===== config.mk =====
export PLATFORM = sky130hd
export DESIGN_NAME = aavg_top
export DESIGN_NICKNAME = d
export VERILOG_FILES = /design/src/hw/aavg_pkg.sv /design/src/hw/aavg_top.sv
export SDC_FILE = /design/constraint.sdc
export NUM_CORES = 1
export LEC_CHECK = 0
export ABC_AREA = 1
export BUFFER_PORTS_ARGS = -buffer_cell sky130_fd_sc_hd__buf_4
export CAP_MARGIN = 10
export CORE_UTILIZATION = 50
export DETAILED_ROUTE_END_ITERATION = 16
export PLACE_DENSITY = 0.7
export SYNTH_ARGS = -nofsm -noshare
export SYNTH_HDL_FRONTEND = slang
export SYNTH_SLANG_ARGS = --single-unit
export TNS_END_PERCENT = 1

===== constraint.sdc =====
create_clock -name clock -period 3.5 [get_ports clock]
set_input_delay 0.35 -clock clock [delete_from_list [all_inputs] [get_ports clock]]
set_output_delay 0.35 -clock clock [all_outputs]
set_load 0.005 [all_outputs]

===== src/hw/aavg_pkg.sv =====
// Package: register map, field layout and carrier types of the averaging block
package aavg_pkg;
   // ----------------------------------------
   // Register byte offsets
   // ----------------------------------------
   localparam logic [7:0] OFF_CTRL = 8'h00; // Enable and software reset command
   localparam logic [7:0] OFF_INPUT = 8'h04; // Input selection control
   localparam logic [7:0] OFF_THIRD_CONTROL_REGISTER = 8'h08; // Third control register
   localparam logic [7:0] OFF_AVG = 8'h0C; // Averaging control
   localparam logic [7:0] OFF_SAMP = 8'h10; // Sampling time control
   localparam logic [7:0] OFF_TRIG = 8'h14; // Software trigger
   localparam logic [7:0] OFF_GAIN = 8'h18; // Gain correction
   localparam logic [7:0] OFF_OFFS = 8'h1C; // Offset correction
   localparam logic [7:0] OFF_WINDOW_LOWER_THRESHOLD = 8'h20; // Window lower threshold
   localparam logic [7:0] OFF_WINDOW_UPPER_THRESHOLD = 8'h24; // Window upper threshold
   localparam logic [7:0] OFF_INT_EN = 8'h28; // Interrupt enable
   localparam logic [7:0] OFF_INT_CLR = 8'h2C; // Interrupt clear, write only
   localparam logic [7:0] OFF_INT_ST = 8'h30; // Interrupt status, read only
   localparam logic [7:0] OFF_RESULT = 8'h34; // Conversion result
   localparam logic [7:0] OFF_BUSY = 8'h38; // Sync busy status
   // ----------------------------------------
   // Field positions
   // ----------------------------------------
   localparam int CTRL_EN_BIT = 0; // Enable
   localparam int CTRL_SOFTWARE_RESET_CMD_BIT = 1; // Software reset command
   localparam int AVG_SNUM_LSB = 0; // Sample count select, 4 bits
   localparam int AVG_ADJ_LSB = 4; // Result adjust shift, 3 bits
   localparam int THIRD_CONTROL_REGISTER_RES_LSB = 4; // Resolution select, 2 bits
   localparam int INT_RESULT_READY_FLAG_BIT = 0; // Result ready flag
   // Sync busy bit positions
   localparam int SB_SOFTWARE_RESET_CMD = 0;
   localparam int SB_ENABLE = 1;
   localparam int SB_INPUT = 2;
   localparam int SB_THIRD_CONTROL_REGISTER = 3;
   localparam int SB_AVG = 4;
   localparam int SB_SAMP = 5;
   localparam int SB_WINDOW_LOWER_THRESHOLD = 6;
   localparam int SB_WINDOW_UPPER_THRESHOLD = 7;
   localparam int SB_GAIN = 8;
   localparam int SB_OFFS = 9;
   localparam int SB_TRIG = 10;
   // ----------------------------------------
   // Reset values and limits
   // ----------------------------------------
   localparam logic [15:0] BUSY_RST = 16'h0000; // Nothing crossing
   localparam logic [3:0] SNUM_MAX = 4'hA; // 1024 samples
   localparam logic [3:0] SNUM_NOSHIFT = 4'h4; // Up to 16 samples no auto shift
   localparam int ACC_W = 22; // 12-bit samples times 1024
   // Bus request carrier
   typedef struct packed {
      logic read; // Read strobe
      logic write; // Write strobe
      logic [7:0] address; // Byte address
      logic [31:0] writedata; // Write data
   } aavg_req_t;
endpackage


===== src/hw/aavg_top.sv =====
// Averaging post-processor with sync busy status behind an Avalon-MM slave
//
// Chosen here: the Avalon-MM register port and the register addresses.
module aavg_top
   import aavg_pkg::*;
(
   input wire logic clock, // 40 MHz clock
   input wire logic rst, // Synchronous reset, active high
   input wire logic ce, // Clock enable, freezes all state
   input wire aavg_pkg::aavg_req_t req, // Avalon-MM request
   output logic waitrequest, // Avalon-MM wait
   output logic [31:0] readdata, // Avalon-MM read data
   input wire logic sample_valid, // Raw conversion strobe
   input wire logic [11:0] sample, // Raw conversion value
   output logic irq // Level interrupt
);
   import aavg_pkg::*;

   // ----------------------------------------
   // State
   // ----------------------------------------
   typedef struct packed {
      logic en; // Converter enabled
      logic [3:0] snum; // Sample count select
      logic [2:0] adj; // Result adjust shift
      logic [1:0] resolution_select; // Resolution select
      logic [ACC_W-1:0] acc; // Running sum
      logic [10:0] cnt; // Samples taken in this group
      logic [15:0] result; // Posted result
      logic [15:0] busy; // Sync busy bits
      logic [15:0] pend1; // Crossing, first stage
      logic [15:0] pend2; // Crossing, second stage
      logic int_st; // Sticky result ready
      logic int_en; // Result ready enable
      logic ack; // Bus answer cycle
      logic [31:0] rdata; // Read data register
   } aavg_state_t;

   aavg_state_t q; // Registered state
   aavg_state_t d; // Next state

   // ----------------------------------------
   // Functions
   // ----------------------------------------
   // Last sample index of a group; reserved codes act as one sample
   function automatic logic [10:0] last_idx(input logic [3:0] s);
      logic [10:0] r;
      r = 11'h000;
      if (s <= SNUM_MAX)
      begin
         r = 11'((12'h001 << s) - 12'h001);
      end
      return r;
   endfunction

   // Automatic right shifts that keep the intermediate at 16 bits
   function automatic logic [3:0] auto_shift(input logic [3:0] s);
      logic [3:0] r;
      r = 4'h0;
      if (s > SNUM_NOSHIFT && s <= SNUM_MAX)
      begin
         r = s - SNUM_NOSHIFT;
      end
      return r;
   endfunction

   // Busy bits that a write to an address launches
   function automatic logic [15:0] busy_mask(input logic [7:0] a, input logic [31:0] w);
      logic [15:0] m;
      m = 16'h0000;
      unique case (a)
         OFF_CTRL:
         begin
            m[SB_ENABLE] = 1'b1;
            m[SB_SOFTWARE_RESET_CMD] = w[CTRL_SOFTWARE_RESET_CMD_BIT];
         end
         OFF_INPUT: m[SB_INPUT] = 1'b1;
         OFF_THIRD_CONTROL_REGISTER: m[SB_THIRD_CONTROL_REGISTER] = 1'b1;
         OFF_AVG: m[SB_AVG] = 1'b1;
         OFF_SAMP: m[SB_SAMP] = 1'b1;
         OFF_WINDOW_LOWER_THRESHOLD: m[SB_WINDOW_LOWER_THRESHOLD] = 1'b1;
         OFF_WINDOW_UPPER_THRESHOLD: m[SB_WINDOW_UPPER_THRESHOLD] = 1'b1;
         OFF_GAIN: m[SB_GAIN] = 1'b1;
         OFF_OFFS: m[SB_OFFS] = 1'b1;
         OFF_TRIG: m[SB_TRIG] = 1'b1;
         default: m = 16'h0000;
      endcase
      return m;
   endfunction

   // ----------------------------------------
   // Combinational helpers
   // ----------------------------------------
   logic wr_ok; // Write takes effect this cycle
   logic take; // Sample accepted
   logic done; // Group complete
   logic [ACC_W-1:0] sum; // Running sum with new sample
   logic [15:0] inter; // Intermediate after auto shift
   logic [15:0] final_val; // Result after adjust shift
   logic software_reset_cmd; // Software reset command

   // Bus waits one cycle, answers on the second
   assign waitrequest = (req.read | req.write) & ~q.ack;
   assign wr_ok = req.write & q.ack;
   assign software_reset_cmd = wr_ok && req.address == OFF_CTRL && req.writedata[CTRL_SOFTWARE_RESET_CMD_BIT];
   assign take = sample_valid & q.en;
   assign sum = q.acc + ACC_W'(sample);
   assign done = take && q.cnt == last_idx(q.snum);
   assign inter = 16'(sum >> auto_shift(q.snum));
   assign final_val = inter >> q.adj;
   assign readdata = q.rdata;
   assign irq = q.int_st & q.int_en;

   // ----------------------------------------
   // Next-state logic
   // ----------------------------------------
   always_comb
   begin
      d = q;
      d.ack = (req.read | req.write) & ~q.ack;
      // Read data captured in the wait cycle
      if (req.read && !q.ack)
      begin
         unique case (req.address)
            OFF_CTRL: d.rdata = {31'h0000_0000, q.en};
            OFF_THIRD_CONTROL_REGISTER: d.rdata = {26'h000_0000, q.resolution_select, 4'h0};
            OFF_AVG: d.rdata = {25'h000_0000, q.adj, q.snum};
            OFF_INT_EN: d.rdata = {31'h0000_0000, q.int_en};
            OFF_INT_ST: d.rdata = {31'h0000_0000, q.int_st};
            OFF_RESULT: d.rdata = {16'h0000, q.result};
            OFF_BUSY: d.rdata = {16'h0000, q.busy};
            default: d.rdata = 32'h0000_0000;
         endcase
      end
      // Register writes
      if (wr_ok)
      begin
         unique case (req.address)
            OFF_CTRL: d.en = req.writedata[CTRL_EN_BIT];
            OFF_THIRD_CONTROL_REGISTER: d.resolution_select = req.writedata[THIRD_CONTROL_REGISTER_RES_LSB +: 2];
            OFF_AVG:
            begin
               d.snum = req.writedata[AVG_SNUM_LSB +: 4];
               d.adj = req.writedata[AVG_ADJ_LSB +: 3];
               d.acc = '0;
               d.cnt = 11'h000;
            end
            OFF_INT_EN: d.int_en = req.writedata[INT_RESULT_READY_FLAG_BIT];
            OFF_INT_CLR:
            begin
               if (req.writedata[INT_RESULT_READY_FLAG_BIT])
               begin
                  d.int_st = 1'b0;
               end
            end
            default: d.rdata = d.rdata;
         endcase
      end
      // Accumulate samples, post on the last of the group
      if (take)
      begin
         if (done)
         begin
            d.result = final_val;
            d.acc = '0;
            d.cnt = 11'h000;
            d.int_st = 1'b1;
         end
         else
         begin
            d.acc = sum;
            d.cnt = q.cnt + 11'h001;
         end
      end
      // Software reset clears configuration and data path
      if (software_reset_cmd)
      begin
         d.en = 1'b0;
         d.snum = 4'h0;
         d.adj = 3'h0;
         d.resolution_select = 2'h0;
         d.acc = '0;
         d.cnt = 11'h000;
         d.result = 16'h0000;
         d.int_st = 1'b0;
         d.int_en = 1'b0;
      end
      // Crossing pipeline; a new launch wins over completion
      d.pend1 = wr_ok ? busy_mask(req.address, req.writedata) : 16'h0000;
      d.pend2 = q.pend1;
      d.busy = (q.busy & ~q.pend2) | d.pend1;
   end

   // ----------------------------------------
   // State register
   // ----------------------------------------
   always_ff @(posedge clock)
   begin
      if (rst)
      begin
         q <= '0;
      end
      else if (ce)
      begin
         q <= d;
      end
   end
endmodule


==> impl_metrics.toml, run 1 <==
[drt]
avgRoutedWirePerCell_um = 13.55
routed_via_density = 5.339
dr.pass1.iters = 5
finalWirelength_um = 20920
post-route-drc-count = 0
routed-via-count = 8243
initialDrtViolationCount = 702
antenna_left = 0

[synth]
synth_edf_count = 0
synth-seq-cells = 111
synthArstFlopShare_pct = 0
ys_seq_area_share_pct = 27.71
postSynthAreaPerCell_um2 = 6.044
synth-main-ff-cell = "dfxtp_1"
synth_cell_type_count = 55
synth_warnings = 0
netlist_area_um2 = 8020
synthesis.instances = 1327

[power]
clkPwrFrac_pct = 43.1
total_power_mw = 2.587
power_switching_uw = 714.0
leakage_nw = 3.902
p_seq_share_pct = 49.4
switching_share_pct = 27.60
comb_power_share_pct = 7.5
powerDensity_nw_per_um2 = 298.2
max-vdd-ir-drop_uv = 239.6
intPower_mw = 1.873

[grt]
grt_max_degree = 78
grt_pass1_vias = 7482
grt_first_pass_wirelength_um = 34930
grt-busiest-layer = "met2"
gr-total-overflow = 0
antenna_found_initial = 0
grt_use_met2_pct = 42.99
use_met1_pct = 35.70
met3_usage_pct = 4.407
track_usage_pct = 26.30

[setup_path]
path_class = "reg -> reg"
crit_path_start_kind = "flip-flop"
critPathArrivalTime_ps = 3430
cp.required_ps = 3760
critPathCaptureType = "flip-flop"
cp_max_fo = 25

[run_status]
status = "finished, final reports clean"

[die]
initial_core_util_pct = 51.99
die_h_um = 128.7
num_rows = 45
die_w_um = 128.7
core_um2 = 15430
io_pins = 92
die_area_um2 = 16550

[clocking]
clockBufferDepth = 2
clk_pin_slew_ps = 90
htreeDepth = 3
cts_made_buffers = 9
post-cts-setup-buffers = 0
cts_hold_buf = 0
cts_tree = "yes"
cts_sinks = 111
ctsRootBufferMaster = "clkbuf_16"
insertion_delay_ps = 380

[timing]
finalCriticalPeriod_ps = 3164
clock-skew-final_ps = 16.25
worst_pin_slew_ps = 1103
clock.fmax_ghz = 0.3161
hold_slack_ps = 205.3
rsz0062_at_grt = "false"
fin_crit_sh_pct = 90.39
finalHoldViolations = 0
slew_headroom_pct = 26.38
final-setup-viol-count = 0
finalSetupTns_ps = 0
report.final.slew_viol_count = 0

[final_layout]
final_cell_mix = "nand2_1, nand3_1, inv_1, dfxtp_1, a21oi_1"
final_common_cell = "nand2_1"
antenna_cells = 0
final_util_pct = 56.24
area_growth_pct = 8.175
drive_gt1_share_pct = 9.152
nets = 1404
final_area_um2 = 8676

[place]
portBuffers = 50
place.gp.congestion = 0.8947
dpl.hpwl_um = 15650
placed_area_um2 = 8343

[hold_path]
hp-class = "in -> reg"

[job]
max_cap_violations = 0
[per-layer routing]
layer	routed length (um)	vias to the layer above
li1	-	4309
met1	10150	3725
met2	9529	184
met3	944	25
met4	290	0
met5	0	-
[power groups by stage]
stage / sequential (mW) / clock (mW) / combinational (mW)
2_1_floorplan: 1.31 / 0 / 0.139
3_3_place_gp: 1.31 / 0 / 0.191
3_5_place_dp: 1.31 / 0 / 0.193
4_1_cts: 1.28 / 1.14 / 0.194
5_1_grt: 1.28 / 1.19 / 0.218
6_report: 1.28 / 1.12 / 0.193
[cells in the mapped netlist, types with 12 or more instances]
cell | instances | share of area, %
a21oi_1 | 101 | 6.3
buf_2 | 12 | 0.75
buf_4 | 35 | 3.3
clkbuf_1 | 33 | 1.5
dfxtp_1 | 111 | 28
ha_1 | 17 | 2.7
inv_1 | 114 | 5.3
nand2_1 | 406 | 19
nand3_1 | 249 | 16
nand4_1 | 14 | 1.1
nor2_1 | 81 | 3.8
o21ai_0 | 35 | 2.2
[area by class of cell]
type,instances,area (um^2)
Sequential cell,111,2222
Multi-Input combinational cell,1014,4895
Tap cell,211,264.0
Timing Repair Buffer,63,473.0
Fill cell,1656,6751
Inverter,129,500.5
Clock buffer,9,225.2
Clock inverter,7,96.34
[stage by stage]
stage,std cells,worst slack (ps)
after floorplan,1342,967.7
after global placement,1528,291.2
after detailed placement,1528,256.6
after CTS,1544,174.2
after global routing,1544,41.33
final,1544,336.3
[worst max-delay path, stage by stage, from the launching register on]
cell	delay (ps)
dfxtp_1	520
inv_2	160
ha_1	230
inv_1	140
o21bai_4	80
o21ai_4	170
nand3_2	190
nor2_1	360
inv_2	270
nand3_1	180
nand3_1	120
nand3_1	130
nand3_1	120
nand3_1	140
nand2_1	60
o21ai_1	110
inv_1	50
[logic make-up after synthesis]
| kind of cell | Yosys count | synth area share, % |
|---|---|---|
| and+or+nand+nor | 788 | 42.82 |
| buffers and inverters | 217 | 12.23 |
| AOI/OAI and AO/OA | 178 | 12.67 |
| DFF | 111 | 27.71 |
| adders and majority gates | 18 | 2.902 |
| xor gates and xnor gates | 14 | 1.623 |
| other | 1 | 0.04676 |
[worst paths after layout]
kind	from	end	slack [ps]	depth (start not counted)
max	q[139]	q[90]	340	16
min reg2reg	readdata[7]	readdata[7]	470	2
min	req[2]	q[139]	210	3
max reg2reg	q[139]	q[90]	340	16
[what timing repair did]
action | CTS | global route
gates resized for setup | 0 | 4
hold endpoints to repair | 0 | 0
setup endpoints to repair | 0 | 39
[sequential cells by signal (all words and copies together) (netlist names)]
name and flops:
d 11, q 84, readdata 16
No activity file was read; power rests on OpenSTA's default activity.
==> inputs of run 2 (changes only) <==
Settings changed: CORE_UTILIZATION 50 to 64, PLACE_DENSITY 0.7 to 0.86.
Clock period 3.5 ns to 3.8 ns, I/O delays scaled along.
==> impl_metrics.toml, run 2 (same netlist as run 1, synthesis figures left out) <==
[setup_path]
critPathCaptureType = "flip-flop"
cpMaxStageDelayCell = "o21ai_2"
cp.required_ps = 4060
cp_max_fo = 30
worstPathCellList = "inv_2, ha_1, inv_1, o21ai_2, nand3_2, nor2_2, buf_4, inv_2, nand3_1, nand2_1, nand2_1, nand3_1, nand3_1, nand3_1, nand3_1, nand2_1, o21ai_1, inv_1"
r2r_setup_slack_ps = 340
path_buf_inv = 5
slowest_delay_ps = 510
path_class = "reg -> reg"
critPathTopFamily = "simple AND/OR/NAND/NOR gates"
critPathArrivalTime_ps = 3720
cp_common_cell = "nand3_1"
crit_path_start_kind = "flip-flop"

[drt]
initialDrtViolationCount = 660
avgRoutedWirePerCell_um = 13.98
finalWirelength_um = 20910
routed_via_density = 5.687
routed-via-count = 8508
dr.pass1.iters = 7
post-route-drc-count = 0
antenna_left = 0

[power]
powerDensity_nw_per_um2 = 276.5
max-vdd-ir-drop_uv = 273.3
leakage_nw = 3.876
p_seq_share_pct = 49.7
switching_share_pct = 27.41
comb_power_share_pct = 7.5
clkPwrFrac_pct = 42.8
total_power_mw = 2.369
power_switching_uw = 649.4
intPower_mw = 1.720

[clocking]
insertion_delay_ps = 370
ctsRootBufferMaster = "clkbuf_16"
cts_hold_buf = 0
cts_tree = "yes"
cts_resized = 0
clk_pin_slew_ps = 90
htreeDepth = 3
cts_sinks = 111
cts_made_buffers = 9
post-cts-setup-buffers = 0
clockBufferDepth = 2

[die]
num_rows = 40
core_um2 = 12110
die_h_um = 113.9
die_w_um = 113.9
initial_core_util_pct = 66.22
die_area_um2 = 12980
io_pins = 92

[final_layout]
final_common_cell = "nand2_1"
register_area_um2 = 2222
top_register = "q"
antenna_cells = 0
drive_gt1_share_pct = 8.810
nets = 1399
final_area_um2 = 8568
final_cell_mix = "nand2_1, nand3_1, inv_1, dfxtp_1, a21oi_1"
largest_reg_flops = 84
multi_input_area_um2 = 4887
final_util_pct = 70.74
n_fill_cell = 1136
area_growth_pct = 6.833

[timing]
finalCriticalPeriod_ps = 3460
clock-skew-final_ps = 9.165
finalHoldViolations = 0
report.final.slew_viol_count = 0
worst_pin_slew_ps = 1092
finalSetupTns_ps = 0
final-setup-viol-count = 0
clock.fmax_ghz = 0.2890
slew_headroom_pct = 27.09
fin_crit_sh_pct = 91.05
hold_slack_ps = 234.3
rsz0062_at_grt = "false"

[grt]
grt_pass1_vias = 7842
antenna_found_initial = 0
gr-total-overflow = 0
grt_max_degree = 78
grt_first_pass_wirelength_um = 35280
track_usage_pct = 33.41

[place]
place.gp.congestion = 0.9298
portBuffers = 50
dpl.hpwl_um = 15230
placed_area_um2 = 8252

[run_status]
status = "finished, final reports clean"

[job]
max_cap_violations = 0

[hold_path]
hp-class = "in -> reg"
==> run 2: changes by cell type in the layout (fill, tap and decap cells not counted), sizes merged <==
cell    previous run  this run
inv              130       131
clkinv             6         5
buf               63        58
==> run 2: area by class of cell <==
cell class              instances  area share, %
clock inverters                 7          1.066
flip-flops and latches        111          25.93
multi-input cells            1014          57.04
inverters                     129          5.797
well taps                     168          2.453
repair buffers                 58          5.082
clock buffers                   9          2.629
==> run 2: per-stage QoR <==
| step | std cells | setup slack [ps] |
|---|---|---|
| after floorplan | 1342 | 1238 |
| after global placement | 1480 | 506.6 |
| after detailed placement | 1480 | 462.5 |
| after CTS | 1496 | 429.9 |
| after global routing | 1496 | 29.24 |
| final | 1496 | 340.0 |
==> run 2: power by group through the flow <==
stage / clock, mW / combinational (mW) / sequential, mW
finish: 1.01 / 0.178 / 1.18
global route: 1.08 / 0.200 / 1.18
CTS: 1.03 / 0.176 / 1.18
detailed placement: 0 / 0.175 / 1.20
global placement: 0 / 0.172 / 1.20
floorplan: 0 / 0.128 / 1.20
==> run 2: path summary, 6_finish.rpt <==
kind,startpoint,end,cells past startpoint
max,q[139],q[89],18
min,req[2],q[139],3
max reg2reg,q[139],q[89],18
min reg2reg,readdata[8],readdata[8],2
==> run 2: worst min-delay path, cell delays in order <==
cell and delay (ps):
buf_4 80, a21oi_1 50, nor2_1 70
==> run 2: metal layers <==
layer / global-route usage, % / vias up / wire length [um]
li1: - / 4316 / -
met2: 56.61 / 300 / 9644
met4: 10.48 / 0 / 511
met5: 0 / - / 0
met3: 6.589 / 50 / 1481
met1: 42.71 / 3842 / 9276
